===== src/hdl/rtcal_params.svh =====
// register offsets, field positions and reset values of the alarm block
// assumes inclusion by bare name from design files only
`ifndef RTCAL_PARAMS_SVH
`define RTCAL_PARAMS_SVH

`define RTCAL_ADDR_MIN_CNT 4'h1
`define RTCAL_ADDR_HOUR_CNT 4'h2
`define RTCAL_ADDR_WEEK_CNT 4'h3
`define RTCAL_ADDR_DATE_CNT 4'h4
`define RTCAL_ADDR_MIN_ALARM 4'h8
`define RTCAL_ADDR_HOUR_ALARM 4'h9
`define RTCAL_ADDR_WD_ALARM 4'ha
`define RTCAL_ADDR_EXT_CTRL 4'hd
`define RTCAL_ADDR_FLAGS 4'he
`define RTCAL_ADDR_INT_CTRL 4'hf

`define RTCAL_CMP_DISABLE_BIT 7
`define RTCAL_WD_SELECT_BIT 6
`define RTCAL_AF_BIT 3
`define RTCAL_AIE_BIT 3
`define RTCAL_RESET_BIT 0

`define RTCAL_MIN_CNT_MASK 8'h7f
`define RTCAL_HOUR_CNT_MASK 8'h3f
`define RTCAL_WEEK_CNT_MASK 8'h7f
`define RTCAL_DATE_CNT_MASK 8'h3f
`define RTCAL_MIN_CMP_MASK 8'h7f
`define RTCAL_HOUR_CMP_MASK 8'h3f
`define RTCAL_WEEK_CMP_MASK 8'h7f
`define RTCAL_DATE_CMP_MASK 8'h3f
`define RTCAL_INT_CTRL_WMASK 8'hfd

`define RTCAL_ALARM_RESET 8'h00
`define RTCAL_EXT_RESET 8'h00
`define RTCAL_INT_CTRL_RESET 8'h00
`define RTCAL_RDATA_RESET 8'h00

`endif


===== src/hdl/rtcal_pkg.sv =====
// types shared by the alarm block modules
// assumes no other package
package rtcal_pkg;
    typedef logic [3:0] rtcal_addr_t;
    typedef logic [7:0] rtcal_byte_t;
endpackage


===== src/hdl/rtcal_cmp_if.sv =====
// alarm settings and time counters carried to the comparator
// assumes one driver, the top module
`timescale 1ns/1ps
interface rtcal_cmp_if;
    rtcal_pkg::rtcal_byte_t min_alarm;
    rtcal_pkg::rtcal_byte_t hour_alarm;
    rtcal_pkg::rtcal_byte_t wd_alarm;
    rtcal_pkg::rtcal_byte_t min_cnt;
    rtcal_pkg::rtcal_byte_t hour_cnt;
    rtcal_pkg::rtcal_byte_t week_cnt;
    rtcal_pkg::rtcal_byte_t date_cnt;
    logic weekday_date_select;
    logic hit;
    modport cmp (
        input min_alarm,
        input hour_alarm,
        input wd_alarm,
        input min_cnt,
        input hour_cnt,
        input week_cnt,
        input date_cnt,
        input weekday_date_select,
        output hit
    );
    modport src (
        output min_alarm,
        output hour_alarm,
        output wd_alarm,
        output min_cnt,
        output hour_cnt,
        output week_cnt,
        output date_cnt,
        output weekday_date_select,
        input hit
    );
endinterface


===== src/hdl/rtcal_match.sv =====
// combinational alarm comparator
// assumes counters hold the freshly entered time
`timescale 1ns/1ps
`include "rtcal_params.svh"
module rtcal_match (
    rtcal_cmp_if.cmp c
);
    logic min_ok;
    logic hour_ok;
    logic week_ok;
    logic date_ok;
    logic wd_ok;

    always_comb begin
        // masked bcd digits, bit 6 of hour and date is storage only
        min_ok = c.min_alarm[`RTCAL_CMP_DISABLE_BIT]
            || ((c.min_alarm & `RTCAL_MIN_CMP_MASK) == (c.min_cnt & `RTCAL_MIN_CMP_MASK));
        hour_ok = c.hour_alarm[`RTCAL_CMP_DISABLE_BIT]
            || ((c.hour_alarm & `RTCAL_HOUR_CMP_MASK) == (c.hour_cnt & `RTCAL_HOUR_CMP_MASK));
        // any selected weekday matches
        week_ok = (c.wd_alarm & c.week_cnt & `RTCAL_WEEK_CMP_MASK) != 8'h00;
        date_ok = (c.wd_alarm & `RTCAL_DATE_CMP_MASK) == (c.date_cnt & `RTCAL_DATE_CMP_MASK);
        wd_ok = c.wd_alarm[`RTCAL_CMP_DISABLE_BIT]
            || (c.weekday_date_select ? date_ok : week_ok);
        c.hit = min_ok && hour_ok && wd_ok;
    end
endmodule


===== src/hdl/rtcal_sticky.sv =====
// sticky flag, set beats clear
// assumes set and clear are one-cycle pulses
`timescale 1ns/1ps
module rtcal_sticky (
    input wire logic clk,
    input wire logic rst,
    input wire logic set,
    input wire logic clr,
    output logic q
);
    logic flag_q;
    logic flag_d;

    always_comb begin
        flag_d = flag_q;
        if (clr) begin
            flag_d = 1'b0;
        end
        if (set) begin
            flag_d = 1'b1;
        end
    end

    always_ff @(posedge clk) begin
        if (rst) begin
            flag_q <= 1'b0;
        end else begin
            flag_q <= flag_d;
        end
    end

    assign q = flag_q;
endmodule


===== src/hdl/rtcal_top.sv =====
// alarm interrupt block: alarm registers, comparison, flag and interrupt pin
// assumes counters and minute_tick come from the clock counter in this clock domain
`timescale 1ns/1ps
`include "rtcal_params.svh"

module rtcal_top (
    input wire logic clk,
    input wire logic rst,
    input wire rtcal_pkg::rtcal_addr_t reg_addr,
    input wire logic reg_wr,
    input wire logic reg_rd,
    input wire rtcal_pkg::rtcal_byte_t reg_wdata,
    output rtcal_pkg::rtcal_byte_t reg_rdata,
    input wire rtcal_pkg::rtcal_byte_t min_cnt,
    input wire rtcal_pkg::rtcal_byte_t hour_cnt,
    input wire rtcal_pkg::rtcal_byte_t week_cnt,
    input wire rtcal_pkg::rtcal_byte_t date_cnt,
    input wire logic minute_tick,
    input wire logic other_int_req,
    output logic alarm_flag,
    output logic int_o,
    output logic int_oe
);
    rtcal_pkg::rtcal_byte_t min_alarm_q;
    rtcal_pkg::rtcal_byte_t min_alarm_d;
    rtcal_pkg::rtcal_byte_t hour_alarm_q;
    rtcal_pkg::rtcal_byte_t hour_alarm_d;
    rtcal_pkg::rtcal_byte_t wd_alarm_q;
    rtcal_pkg::rtcal_byte_t wd_alarm_d;
    rtcal_pkg::rtcal_byte_t ext_ctrl_q;
    rtcal_pkg::rtcal_byte_t ext_ctrl_d;
    rtcal_pkg::rtcal_byte_t int_ctrl_q;
    rtcal_pkg::rtcal_byte_t int_ctrl_d;
    rtcal_pkg::rtcal_byte_t rdata_q;
    rtcal_pkg::rtcal_byte_t rdata_d;
    rtcal_pkg::rtcal_byte_t rd_mux;

    logic wr_min_alarm;
    logic wr_hour_alarm;
    logic wr_wd_alarm;
    logic wr_ext_ctrl;
    logic wr_flags;
    logic wr_int_ctrl;

    logic alarm_hit;
    logic alarm_event;
    logic af_clear;
    logic af_q;
    logic alarm_irq_enable;
    logic reset_hold;
    logic alarm_drive;

    rtcal_cmp_if cmp_bus ();

    // address decode for writes
    always_comb begin
        wr_min_alarm = reg_wr && (reg_addr == `RTCAL_ADDR_MIN_ALARM);
        wr_hour_alarm = reg_wr && (reg_addr == `RTCAL_ADDR_HOUR_ALARM);
        wr_wd_alarm = reg_wr && (reg_addr == `RTCAL_ADDR_WD_ALARM);
        wr_ext_ctrl = reg_wr && (reg_addr == `RTCAL_ADDR_EXT_CTRL);
        wr_flags = reg_wr && (reg_addr == `RTCAL_ADDR_FLAGS);
        wr_int_ctrl = reg_wr && (reg_addr == `RTCAL_ADDR_INT_CTRL);
    end

    // alarm setting registers, all eight bits stored
    always_comb begin
        min_alarm_d = min_alarm_q;
        hour_alarm_d = hour_alarm_q;
        wd_alarm_d = wd_alarm_q;
        if (wr_min_alarm) begin
            min_alarm_d = reg_wdata;
        end
        if (wr_hour_alarm) begin
            hour_alarm_d = reg_wdata;
        end
        if (wr_wd_alarm) begin
            wd_alarm_d = reg_wdata;
        end
    end

    always_ff @(posedge clk) begin
        if (rst) begin
            min_alarm_q <= `RTCAL_ALARM_RESET;
            hour_alarm_q <= `RTCAL_ALARM_RESET;
            wd_alarm_q <= `RTCAL_ALARM_RESET;
        end else begin
            min_alarm_q <= min_alarm_d;
            hour_alarm_q <= hour_alarm_d;
            wd_alarm_q <= wd_alarm_d;
        end
    end

    // extension and interrupt control registers
    always_comb begin
        ext_ctrl_d = ext_ctrl_q;
        int_ctrl_d = int_ctrl_q;
        if (wr_ext_ctrl) begin
            ext_ctrl_d = reg_wdata;
        end
        if (wr_int_ctrl) begin
            int_ctrl_d = reg_wdata & `RTCAL_INT_CTRL_WMASK;
        end
    end

    always_ff @(posedge clk) begin
        if (rst) begin
            ext_ctrl_q <= `RTCAL_EXT_RESET;
            int_ctrl_q <= `RTCAL_INT_CTRL_RESET;
        end else begin
            ext_ctrl_q <= ext_ctrl_d;
            int_ctrl_q <= int_ctrl_d;
        end
    end

    assign alarm_irq_enable = int_ctrl_q[`RTCAL_AIE_BIT];
    assign reset_hold = int_ctrl_q[`RTCAL_RESET_BIT];

    // comparator hookup
    assign cmp_bus.min_alarm = min_alarm_q;
    assign cmp_bus.hour_alarm = hour_alarm_q;
    assign cmp_bus.wd_alarm = wd_alarm_q;
    assign cmp_bus.min_cnt = min_cnt;
    assign cmp_bus.hour_cnt = hour_cnt;
    assign cmp_bus.week_cnt = week_cnt;
    assign cmp_bus.date_cnt = date_cnt;
    assign cmp_bus.weekday_date_select = ext_ctrl_q[`RTCAL_WD_SELECT_BIT];
    assign alarm_hit = cmp_bus.hit;

    rtcal_match u_match (
        .c(cmp_bus.cmp)
    );

    // event only on the tick that enters a new minute
    always_comb begin
        alarm_event = minute_tick && alarm_hit && !reset_hold;
    end

    // only a written zero clears the flag
    always_comb begin
        af_clear = wr_flags && !reg_wdata[`RTCAL_AF_BIT];
    end

    rtcal_sticky u_alarm_flag (
        .clk(clk),
        .rst(rst),
        .set(alarm_event),
        .clr(af_clear),
        .q(af_q)
    );

    // open drain pin, low while flag and enable both hold
    always_comb begin
        alarm_drive = af_q && alarm_irq_enable;
    end

    assign int_o = 1'b0;
    assign int_oe = alarm_drive || other_int_req;
    assign alarm_flag = af_q;

    // read mux with fixed zero bits masked
    always_comb begin
        rd_mux = 8'h00;
        unique case (reg_addr)
            `RTCAL_ADDR_MIN_CNT: begin
                rd_mux = min_cnt & `RTCAL_MIN_CNT_MASK;
            end
            `RTCAL_ADDR_HOUR_CNT: begin
                rd_mux = hour_cnt & `RTCAL_HOUR_CNT_MASK;
            end
            `RTCAL_ADDR_WEEK_CNT: begin
                rd_mux = week_cnt & `RTCAL_WEEK_CNT_MASK;
            end
            `RTCAL_ADDR_DATE_CNT: begin
                rd_mux = date_cnt & `RTCAL_DATE_CNT_MASK;
            end
            `RTCAL_ADDR_MIN_ALARM: begin
                rd_mux = min_alarm_q;
            end
            `RTCAL_ADDR_HOUR_ALARM: begin
                rd_mux = hour_alarm_q;
            end
            `RTCAL_ADDR_WD_ALARM: begin
                rd_mux = wd_alarm_q;
            end
            `RTCAL_ADDR_EXT_CTRL: begin
                rd_mux = ext_ctrl_q;
            end
            `RTCAL_ADDR_FLAGS: begin
                rd_mux[`RTCAL_AF_BIT] = af_q;
            end
            `RTCAL_ADDR_INT_CTRL: begin
                rd_mux = int_ctrl_q;
            end
            default: begin
                rd_mux = 8'h00;
            end
        endcase
    end

    // read data registered on the read strobe
    always_comb begin
        rdata_d = rdata_q;
        if (reg_rd) begin
            rdata_d = rd_mux;
        end
    end

    always_ff @(posedge clk) begin
        if (rst) begin
            rdata_q <= `RTCAL_RDATA_RESET;
        end else begin
            rdata_q <= rdata_d;
        end
    end

    assign reg_rdata = rdata_q;
endmodule


===== config.mk =====
export PLATFORM = sky130hd
export DESIGN_NAME = rtcal_top
export DESIGN_NICKNAME = d
export VERILOG_FILES = /design/src/hdl/rtcal_pkg.sv /design/src/hdl/rtcal_cmp_if.sv /design/src/hdl/rtcal_match.sv /design/src/hdl/rtcal_sticky.sv /design/src/hdl/rtcal_top.sv
export VERILOG_INCLUDE_DIRS = /design/src /design/src/hdl
export SDC_FILE = /design/constraint.sdc
export NUM_CORES = 1
export LEC_CHECK = 0
export BUFFER_PORTS_ARGS = -buffer_cell sky130_fd_sc_hd__buf_2
export CORE_MARGIN = 8
export CORE_UTILIZATION = 46
export CTS_BUF_LIST = sky130_fd_sc_hd__clkbuf_4 sky130_fd_sc_hd__clkbuf_8
export DETAILED_ROUTE_END_ITERATION = 8
export HOLD_SLACK_MARGIN = 0.06
export PLACE_DENSITY_LB_ADDON = 0.05
export SETUP_SLACK_MARGIN = 0.2
export SYNTH_ARGS = -nofsm -noshare
export SYNTH_HDL_FRONTEND = slang
export SYNTH_SLANG_ARGS = --single-unit
export TNS_END_PERCENT = 30

===== constraint.sdc =====
create_clock -name clk -period 4.47 [get_ports clk]
set_clock_uncertainty 0.1 [all_clocks]
set_input_delay 0.894 -clock clk [delete_from_list [all_inputs] [get_ports clk]]
set_output_delay 0.894 -clock clk [all_outputs]
set_load 0.005 [all_outputs]

### Yosys cells after proc, flatten, opt, wreduce, memory -nomap -nowiden

Cells that the tools add are included.
W data, S select, Z words.

| storage, ports and cells | value |
|---|---|
| input port bits | 50 |
| output and inout port bits | 11 |
| logic and storage cells | 47 |
| register bits after elaboration | 48 |

| operators by class | value |
|---|---|
| reduce and logical (&&, ||, !) cells | 20 |
| bitwise gates (word level) | 1 |
| equal/unequal tests | 13 |
| muxes and demuxes | 6 |

Operators by type and width:

| kind | number |
|---|---|
| $pmux W4 S9 | 1 |
| $pmux W3 S9 | 1 |
| $eq A4 B4 Y1 const B | 6 |
| $eq A6 B6 Y1 | 2 |
| $logic_and A1 B1 Y1 | 12 |
| $pmux W1 S10 | 1 |
| $eq A4 B2 Y1 const B | 2 |
| $reduce_bool A8 Y1 | 1 |
| $and A7 B7 Y7 | 1 |
| $eq A7 B7 Y1 | 1 |
| $eq A4 B1 Y1 const B | 1 |
| $eq A4 B3 Y1 const B | 1 |
| $logic_or A1 B1 Y1 | 4 |
| $mux W1 | 3 |
| $logic_not A1 Y1 | 2 |
| $reduce_bool A2 Y1 | 1 |

### Longest topological paths before layout

Gate-level depths: netlist of run 1.

| depth | value |
|---|---|
| depth after elaboration | 8 |
| mapped depth | 7 |

### Modules after synthesis

A second synthesis of run 1 with hierarchy kept.

| second synthesis, totals | value |
|---|---|
| cells, all modules | 342 |
| area total of the unflattened synthesis | 2785.2 um^2 |

Modules (own cells, without submodules):

| module | seq. area each (um^2) | times used | cells an instance | area an instance (um^2) |
|---|---|---|---|---|
| rtcal_top | 940.9 | 1 | 307 | 2491.1 |
| rtcal_match | 0.0 | 1 | 31 | 255.2 |
| rtcal_sticky | 20.0 | 1 | 4 | 38.8 |

### Least setup slack after synthesis of run 1

Ideal clock, no wire load.

| timing | value |
|---|---|
| path kind | input to register |
| start | in reg_addr[3] |
| end | reg rdata_q[2], in the netlist reg_rdata[2] |
| setup time | 0.117 ns |
| stages on the path | 7 |
| setup slack | 2.273 ns |
| data required time | 4.253 ns |
| arrival time | 1.980 ns |
| path through | buf_6 > and2_1 > buf_6 > a22oi_1 > o22ai_1 > a211o_1 > a22o_1 |

| on the way | value |
|---|---|
| cells in the longest elaborated chain, start to end | 2 |
| elaborated cells between the ends (all ways) | 10 |

RTL lines:

| element | line | source |
|---|---|---|
| start, declared | rtcal_top.sv:9 | `input wire rtcal_pkg::rtcal_addr_t reg_addr,` |
| $eq A4 B4 Y1, or another cell as far along | rtcal_top.sv:163 | `unique case (reg_addr)` |
| $pmux W3 S9 (*) | rtcal_top.sv:163 |  |
| end signal, assigned | rtcal_top.sv:210 | `` rdata_q <= `RTCAL_RDATA_RESET; `` |
| end signal, assigned | rtcal_top.sv:212 | `rdata_q <= rdata_d;` |
| end, declared | rtcal_top.sv:34 | `rtcal_pkg::rtcal_byte_t rdata_q;` |

Mark *: on every way between the ends. The rest lies on a longest branch, timed or not.
A chain may end at the register's enable or synchronous reset.

### Worst setup path after layout of run 1

| timing | value |
|---|---|
| start | in reg_addr[3] |
| end | reg wd_alarm_q[7], in the netlist cmp_bus.wd_alarm[7] |

| on the way | value |
|---|---|
| cells in the longest elaborated chain, start to end | 2 |

RTL lines:

| element | line | source |
|---|---|---|
| $eq A4 B4 Y1 | - |  |
| $logic_and A1 B1 Y1 | rtcal_top.sv:59 | `` wr_wd_alarm = reg_wr && (reg_addr == `RTCAL_ADDR_WD_ALARM); `` |
| end signal, assigned | rtcal_top.sv:85 | `` wd_alarm_q <= `RTCAL_ALARM_RESET; `` |
| end signal, assigned | rtcal_top.sv:89 | `wd_alarm_q <= wd_alarm_d;` |
| end, declared | rtcal_top.sv:28 | `rtcal_pkg::rtcal_byte_t wd_alarm_q;` |

Every way passes these cells.

==> results of run 1 <==
==> stage by stage <==
step | power, mW | util, % | hold WS [ns]
finish | 0.9280 | 53.29 | 0.3707
detailed placement | 0.5714 | 51.08 | 0.3511
floorplan | 0.5252 | - | 0.3534
global placement | 0.5713 | 51.08 | 0.3467
global route | 0.9635 | 53.29 | 0.4100
CTS | 0.9335 | 53.29 | 0.3730
==> area by class of cell <==
cell class	count	area, um^2	share of cell area [%]
timing repair buffer	54	272.8	8.801
clock inverter	2	60.06	1.938
sequential	48	960.9	31.01
inverter	4	15.01	0.4845
clock buffer	5	68.82	2.220
multi-input combinational	230	1628	52.52
tap	75	93.84	3.028
==> Yosys cell counts, drive strengths merged, types with 3 or more instances <==
master  count
a22oi      11
a21oi      10
dfxtp      48
inv         4
nand3       5
buf        13
xor2       11
xnor2       9
nor2       41
nand2      18
o21ai      12
clkbuf      6
a31oi       4
mux2i      35
nor3b       5
a22o       10
o22ai       3
nor2b       6
mux2        6
a221oi      3
==> worst paths after layout <==
check / slack, ns / to / depth (start not counted) / startpoint
worst min-delay path: 0.37 / reg_rdata[7] / 1 / reg_rdata[7]
worst max register to register: 2.56 / u_alarm_flag.q / 5 / cmp_bus.min_alarm[5]
worst max-delay path: 1.52 / cmp_bus.wd_alarm[7] / 7 / reg_addr[3]
worst min register to register: 0.37 / reg_rdata[7] / 1 / reg_rdata[7]
==> critical path, stage by stage <==
cell,delay [ns]
buf_2,0.45
nor2b_4,0.30
nand2_1,0.30
nor3b_2,0.56
buf_4,0.26
mux2i_1,0.19
nor2_1,0.05
==> registers in the layout, summed over array words and instances, names as in the netlist <==
| name | count |
|---|---|
| cmp_bus.hour_alarm | 8 |
| cmp_bus.min_alarm | 8 |
| cmp_bus.wd_alarm | 8 |
| ext_ctrl_q | 8 |
| int_ctrl_q | 7 |
| reg_rdata | 8 |
| u_alarm_flag.q | 1 |
==> per-layer routing <==
layer | track usage (%) | up-vias | share of wire (%)
met3 | 3.766 | 9 | 8.5
met2 | 30.65 | 92 | 45
met1 | 25.95 | 1139 | 45
met5 | 0 | - | 0
met4 | 6.309 | 0 | 1.4
li1 | - | 1180 | -
==> cell usage in the layout, fill, tap and decap left out, drive strengths merged, types with 3 or more instances in the layout <==
cell type  Yosys  layout
nand3          5       5
a21oi         10      10
a22o          10      10
a22oi         11      11
nor2b          6       6
o21ai         12      12
o22ai          3       3
nor2          41      41
mux2i         35      35
mux2           6       6
dfxtp         48      48
clkbuf         6       5
nor3b          5       5
buf           13      54
xor2          11      11
a31oi          4       4
a221oi         3       3
nand2         18      18
xnor2          9       9
inv            4       4
==> logic make-up after synthesis <==
kind of cell,after synthesis,share of synthesized area [%]
flops,48,35.20
other cells,1,0.1374
mux,41,15.44
xor+xnor,20,6.416
buf+inv,23,5.179
compound gates,76,20.30
simple gates,92,17.32
==> power by group <==
part / internal, mW / leakage (nW) / switching (mW) / total, mW
registers: 0.434 / 0.388 / 0.00498 / 0.439
clock network: 0.220 / 0.0642 / 0.145 / 0.365
logic: 0.0483 / 0.794 / 0.0760 / 0.124
==> flow_summary.toml, run 1 <==
[timing]
fin_tns_setup_ns = 0
maxSlewHeadroom_pct = 46.24
period_minus_slack_ns = 2.950
final_hold_viol_count = 0
rsz0062_at_grt = "no"
finalMaxSlewViolations = 0
setup_ws_ns = 1.520
worst_pin_slew_ns = 0.8063
fin_crit_sh_pct = 65.99
clock.fmax_mhz = 339.0
setup_viol = 0

[floorplanning]
rows = 28
dieHeight_um = 93.04
die_x_um = 93.04
ios = 61
core_um2 = 5816
initial_core_util_pct = 46.94
dieArea_um2 = 8656

[cells_and_area]
instances_no_fill = 418
nFillCells = 597
area_growth_pct = 13.52
fin_nets = 393
fin_area_um2 = 3099
n_antenna_cell = 0
drive_gt1_share_pct = 21.28

[synthesis]
synth_edf_count = 0
postSynthCellCount = 301
syn-cell-area_um2 = 2730
synthDistinctLibCells = 61
syn_area_per_cell_um2 = 9.070
ys.flop_type = "dfxtp_1"
synthTopCellsByArea = "dfxtp_1 35%, mux2i_1 13%, nor2_1 5.2%, xor2_1 3.5%, a22o_1 3.2%"
yosysTopAreaCellShare_pct = 35.20
synth-warning-count = 0
synth_async_sr_flop_share_pct = 0
yosys.area.top_type = "dfxtp_1"
ys_seq_area_share_pct = 35.20
synth_seq_cells = 48
synth_fp_nets = 351

[global_route]
grt_pass1_vias = 2469
overflow = 0
grt_usage_pct = 19.43
grt_pass1_wl_um = 13110
antenna_found_initial = 0
grt_max_degree = 43

[placed_design]
dpl_cell_area_um2 = 2970
gp_congestion = 0.9429
io_buffers = 53
dpl.hpwl_um = 6081
dp.cells = 411
pre_cts_slack_ns = 1.208

[power]
irDropWorstVdd_mv = 0.1909
leakagePower_nw = 1.246
power_density_nw_per_um2 = 299.4

[detailed_routing]
drt-total-wl_um = 8291
antenna_left = 0
wl_per_cell_um = 19.83
drtIter0Drc = 205
drc = 0
drtPass1Iterations = 4
vias = 2420
vias_per_cell = 5.789

[clocking]
cts.sinks = 48
insertion_delay_ns = 0.30
htree_levels = 2
postCtsSetupRepairBufs = 0
cts_resized = 0
cts_inserted_buffers = 5
clk_pin_slew_ns = 0.09
cts_hold_buffers = 0
cts_tree = "yes"
clock_path_buffers = 2
cts_root_buffer = "clkbuf_8"

[setup_path]
cp-end-kind = "flip-flop"
worst_setup_path_start_kind = "input port"
crit_path_max_fanout = 28
worst_ep_arrival_time_ns = 3.01
cp.required_ns = 4.54
path_class = "input port to flip-flop"

[run_status]
status = "finished clean"

[hold_path]
hp-class = "flip-flop to flip-flop"

[flow_run]
drv_cap = 0
Power figures use the tool's default switching activity.
==> run 2, diff against run 1 <==
==> constraint.sdc (replaced) <==
create_clock -name clk -period 2.73 [get_ports clk]
set_clock_uncertainty 0.1 [all_clocks]
set_input_delay 0.546 -clock clk [delete_from_list [all_inputs] [get_ports clk]]
set_output_delay 0.546 -clock clk [all_outputs]
set_load 0.005 [all_outputs]
==> run 2 against run 1 <==
Against the previous run:
- clock-buffer cell count up 1
- largest power group unchanged
- via count up 3.3%
- global-route usage up 0.068 points
- sequential cell count unchanged
- clock power up 42%
- final cell count up 2.9%
- critical path depth down 1
- wire length up 2.8%
- sequential share of layout area down 0.64 points
==> flow_summary.toml, run 2 (synthesis results as in run 1) <==
[run_status]
status = "finished clean"

[timing]
fin_crit_sh_pct = 73.85
finalMaxSlewViolations = 0
maxSlewHeadroom_pct = 55.95
fin_tns_setup_ns = 0
setup_viol = 0
clock.fmax_mhz = 496.0
holdWs_ns = 0.3780
worst_pin_slew_ns = 0.6558
rsz0062_at_grt = "no"
final_hold_viol_count = 0
period_minus_slack_ns = 2.016

[detailed_routing]
vias = 2500
drtIter0Drc = 176
drtPass1Iterations = 4
drc = 0
wl_per_cell_um = 19.82
antenna_left = 0
vias_per_cell = 5.814
drt-total-wl_um = 8523

[cells_and_area]
drive_gt1_share_pct = 23.94
layout_commonest_cell = "buf_2"
ff_latch_area_um2 = 960.9
area_growth_pct = 15.90
multiInputGateArea_um2 = 1628
n_antenna_cell = 0
post-route-util_pct = 54.41
fin_nets = 404
nFillCells = 618
final_cell_mix = "53 x buf_2, 48 x dfxtp_1, 38 x nor2_1"

[setup_path]
path_delay_family = "compound AO/OA/AOI/OAI gates"
slowest_delay_ns = 0.39
worst_setup_path_start_kind = "input port"
path_cells = "buf_2, mux2_4, a221oi_1, a31oi_1, a211o_1, a22o_1"
cp-end-kind = "flip-flop"
worst_ep_arrival_time_ns = 2.12
rrSetupSlack_ns = 0.79
worstRegToRegCells = 5
slowest_stage = "buf_2"
rr_endpoint = "u_alarm_flag.q"
critPathBufInv = 1
cp.required_ns = 2.83
crit_path_max_fanout = 23
path_class = "input port to flip-flop"
rr_startpoint = "cmp_bus.min_alarm[2]"

[clocking]
clk_pin_slew_ns = 0.09
cts_inserted_buffers = 5
cts.sinks = 48
clock_path_buffers = 2
cts_tree = "yes"
insertion_delay_ns = 0.30
postCtsSetupRepairBufs = 0
cts_root_buffer = "clkbuf_8"
cts_hold_buffers = 0
htree_levels = 2
cts_resized = 0

[power]
power_density_nw_per_um2 = 458.5
switching_share_pct = 25.64
combPwrFrac_pct = 14.9
internal_power_mw = 1.079
clockPowerShare_pct = 35.7
leakagePower_nw = 1.293
p_seq_share_pct = 49.5
irDropWorstVdd_mv = 0.2407
power.total_mw = 1.451
netSwitchingPower_mw = 0.3720

[floorplanning]
dieArea_um2 = 8656
ios = 61
dieHeight_um = 93.04
die_x_um = 93.04
rows = 28
initial_core_util_pct = 46.94
core_um2 = 5816

[global_route]
antenna_found_initial = 0
grt_max_degree = 33
grt_pass1_wl_um = 13180
grt_usage_pct = 19.50
overflow = 0
grt_pass1_vias = 2429

[flow_run]
drv_cap = 0

[placed_design]
gp_congestion = 0.9261
io_buffers = 53
dpl.hpwl_um = 6440

[hold_path]
hold_depth = 1
hp-class = "flip-flop to flip-flop"
holdPathEnd = "reg_rdata[7]"
min_from = "reg_rdata[7]"
-- run 2: cell types whose count changed in the layout (fill, tap and decap cells not counted), sizes merged --
| cell | delta |
|---|---|
| buf | +11 |
| bufinv | -1 |
| clkbuf | +1 |
| clkinv | +1 |
-- run 2: power by group through the flow --
stage / logic (mW) / registers (mW) / clock network (mW)
2_1_floorplan: 0.128 / 0.732 / 0
3_3_place_gp: 0.211 / 0.734 / 0
3_5_place_dp: 0.212 / 0.735 / 0
4_1_cts: 0.213 / 0.718 / 0.527
5_1_grt: 0.232 / 0.720 / 0.561
6_report: 0.216 / 0.718 / 0.517
-- run 2: how the worst max path moves through the flow --
stage / end / start / cells past startpoint / slack, ns
3_5_place_dp: cmp_bus.wd_alarm[0] / reg_addr[3] / 7 / 0.39
4_1_cts: cmp_bus.wd_alarm[0] / reg_addr[3] / 7 / 0.72
2_1_floorplan: reg_rdata[2] / reg_addr[3] / 7 / 0.88
6_report: reg_rdata[0] / reg_addr[3] / 6 / 0.71
3_3_place_gp: cmp_bus.wd_alarm[6] / reg_addr[3] / 7 / 0.40
5_1_grt: cmp_bus.wd_alarm[0] / reg_addr[3] / 7 / 0.60
-- run 2: final cells by class --
class / instances / share of cell area (%)
multi-input combinational: 230 / 51.44
sequential: 48 / 30.37
timing repair buffer: 65 / 11.23
tap: 75 / 2.966
clock buffer: 6 / 2.412
clock inverter: 2 / 1.107
inverter: 4 / 0.4745
-- run 2: layer usage --
| layer | vias to the layer above | share of wire, % | track usage [%] |
|---|---|---|---|
| met5 | - | 0 | 0 |
| met3 | 21 | 8.3 | 4.247 |
| met4 | 0 | 2.5 | 7.517 |
| met1 | 1166 | 45 | 26.46 |
| li1 | 1207 | - | - |
| met2 | 106 | 45 | 29.35 |
-- run 2: metrics by stage --
step	area [um^2]	worst slack (ns)	cells
after global routing	3164	0.6021	430
final	3164	0.7139	430
after floorplan	2730	0.8810	301
after detailed placement	3053	0.3909	422
after CTS	3164	0.7222	430
after global placement	3053	0.3967	422
==> run 3, diff against run 2 <==
--- a/config.mk
+++ b/config.mk
@@ -6,6 +6,7 @@
 export SDC_FILE = /design/constraint.sdc
 export NUM_CORES = 1
 export LEC_CHECK = 0
+export ABC_AREA = 1
 export BUFFER_PORTS_ARGS = -buffer_cell sky130_fd_sc_hd__buf_2
 export CORE_MARGIN = 8
 export CORE_UTILIZATION = 46
==> constraint.sdc (replaced) <==
create_clock -name clk -period 2.1 [get_ports clk]
set_clock_uncertainty 0.1 [all_clocks]
set_input_delay 0.42 -clock clk [delete_from_list [all_inputs] [get_ports clk]]
set_output_delay 0.42 -clock clk [all_outputs]
set_load 0.005 [all_outputs]
==> run 3 against run 2 <==
Against the previous run:
- first-iteration DRC count increased by 18%
- die area up 0.72%
- sequential cell count unchanged
- synthesized area rose by 0.87%
- clock power up 14%
- cell area about the same
- largest cell class unchanged
- largest power group unchanged
==> flow_summary.toml, run 3 <==
[setup_path]
path_class = "input port to flip-flop"
cp-end-kind = "flip-flop"
path_cells = "buf_2, inv_2, nand2_2, nor2_2, nand2_1, a221oi_1"
slowest_delay_ns = 0.35
rrSetupSlack_ns = 0.71
crit_path_max_fanout = 11
worstRegToRegCells = 10
worst_setup_path_start_kind = "input port"
cp.required_ns = 2.21
worst_ep_arrival_time_ns = 1.73
slowest_stage = "nand2_1"

[placed_design]
dpl.hpwl_um = 6584
gp_congestion = 0.8802
io_buffers = 53
dp.cells = 562
dpl_cell_area_um2 = 3069

[clocking]
postCtsSetupRepairBufs = 0
clock_path_buffers = 2
htree_levels = 2
cts_resized = 0
cts_inserted_buffers = 5
cts_root_buffer = "clkbuf_8"
cts_tree = "yes"
insertion_delay_ns = 0.31
clk_pin_slew_ns = 0.09
cts.sinks = 48
cts_hold_buffers = 0

[cells_and_area]
nFillCells = 629
area_growth_pct = 14.81
layout_commonest_cell = "nand2_1"
fin_area_um2 = 3162
drive_gt1_share_pct = 15.96
n_antenna_cell = 0
ff_latch_area_um2 = 960.9
final_cell_mix = "125 x nand2_1, 79 x nor2_1, 67 x inv_1"
instances_no_fill = 570
multiInputGateArea_um2 = 1440
post-route-util_pct = 54.04
fin_nets = 544

[synthesis]
postSynthCellCount = 444
yosys.area.top_type = "dfxtp_1"
ys_top_cells_by_count = "125 x nand2_1, 79 x nor2_1, 67 x inv_1"
synthDistinctLibCells = 26
syn_area_per_cell_um2 = 6.202
syn-cell-area_um2 = 2754
yosysTopAreaCellShare_pct = 34.89
synth_async_sr_flop_share_pct = 0
synth_fp_nets = 494
synthTopCellsByArea = "dfxtp_1 35%, nand2_1 17%, nor2_1 11%, inv_1 9.1%, a211oi_1 7.1%"
synth_seq_cells = 48
synth_most_common_cell = "nand2_1"
ys.flop_type = "dfxtp_1"
synth_edf_count = 0
ys_seq_area_share_pct = 34.89
synth-warning-count = 0

[floorplanning]
rows = 28
ios = 61
die_x_um = 93.38
dieHeight_um = 93.38
dieArea_um2 = 8719
core_um2 = 5851
initial_core_util_pct = 47.07

[global_route]
grt_pass1_vias = 2802
grt_usage_pct = 19.85
antenna_found_initial = 0
overflow = 0
grt_pass1_wl_um = 13660
grt_max_degree = 32

[timing]
final_hold_viol_count = 0
period_minus_slack_ns = 1.621
rsz0062_at_grt = "no"
finalMaxSlewViolations = 0
setup_viol = 0
fin_crit_sh_pct = 77.17
clock.fmax_mhz = 617.1
fin_tns_setup_ns = 0

[hold_path]
hp-class = "input port to flip-flop"
hold_depth = 3

[detailed_routing]
wl_per_cell_um = 14.76
vias = 2908
drtIter0Drc = 207
vias_per_cell = 5.102
antenna_left = 0
drc = 0
drtPass1Iterations = 5
drt-total-wl_um = 8415

[power]
leakagePower_nw = 1.464
power_density_nw_per_um2 = 562.2
power.total_mw = 1.778
irDropWorstVdd_mv = 0.3296

[run_status]
status = "finished clean"

[flow_run]
drv_cap = 0
-- run 3: report_power, final --
group          internal [mW]  switching [mW]
clock                  0.264           0.325
sequential             0.929         0.00977
combinational         0.0878           0.162
total                   1.28           0.497
-- run 3: cells by family (layout without fill, tap and decap cells) --
kind of cell,count (synthesis),after routing,share of synthesized area (%)
buffers and inverters,85,136,12.81
flip-flops,48,48,34.89
AO/OA/AOI/OAI,71,71,16.45
XOR/XNOR,1,1,0.3181
AND/OR/NAND/NOR,238,238,35.39
other,1,1,0.1362
-- run 3: metal layers --
| metal | part of all wire [%] | track usage, % | up-vias |
|---|---|---|---|
| met5 | 0 | 0 | - |
| met4 | 3.1 | 7.517 | 0 |
| met3 | 7.1 | 4.167 | 22 |
| met2 | 45 | 32.02 | 102 |
| met1 | 45 | 25.25 | 1290 |
| li1 | - | - | 1494 |
-- run 3: worst paths after layout --
path                        startpoint             end
setup / recovery           reg_addr[1]   ext_ctrl_q[3]
hold / removal            reg_wdata[7]   int_ctrl_q[7]
setup reg to reg  cmp_bus.min_alarm[2]  u_alarm_flag.q
hold reg to reg           reg_rdata[0]    reg_rdata[0]
-- run 3: critical path: cells and delay by family --
family | cells | cell delay (ns)
buffers and inverters | 2 | 0.24
AO/OA/AOI/OAI | 1 | 0.33
AND/OR/NAND/NOR | 3 | 0.74
-- run 3: metrics by stage --
| step | hold slack (ns) | setup WS (ns) |
|---|---|---|
| after floorplan | 0.3345 | 0.6581 |
| after global placement | 0.3489 | 0.2116 |
| after detailed placement | 0.3522 | 0.1773 |
| after CTS | 0.3133 | 0.4922 |
| after global routing | 0.3359 | 0.3260 |
| final | 0.3152 | 0.4794 |
-- run 3: cell type report --
type,instances,area share [%]
clock inverter,2,0.3166
timing repair buffer,57,9.735
inverter,71,8.429
clock buffer,6,2.612
sequential,48,30.39
tap,75,2.968
multi-input combinational,311,45.55
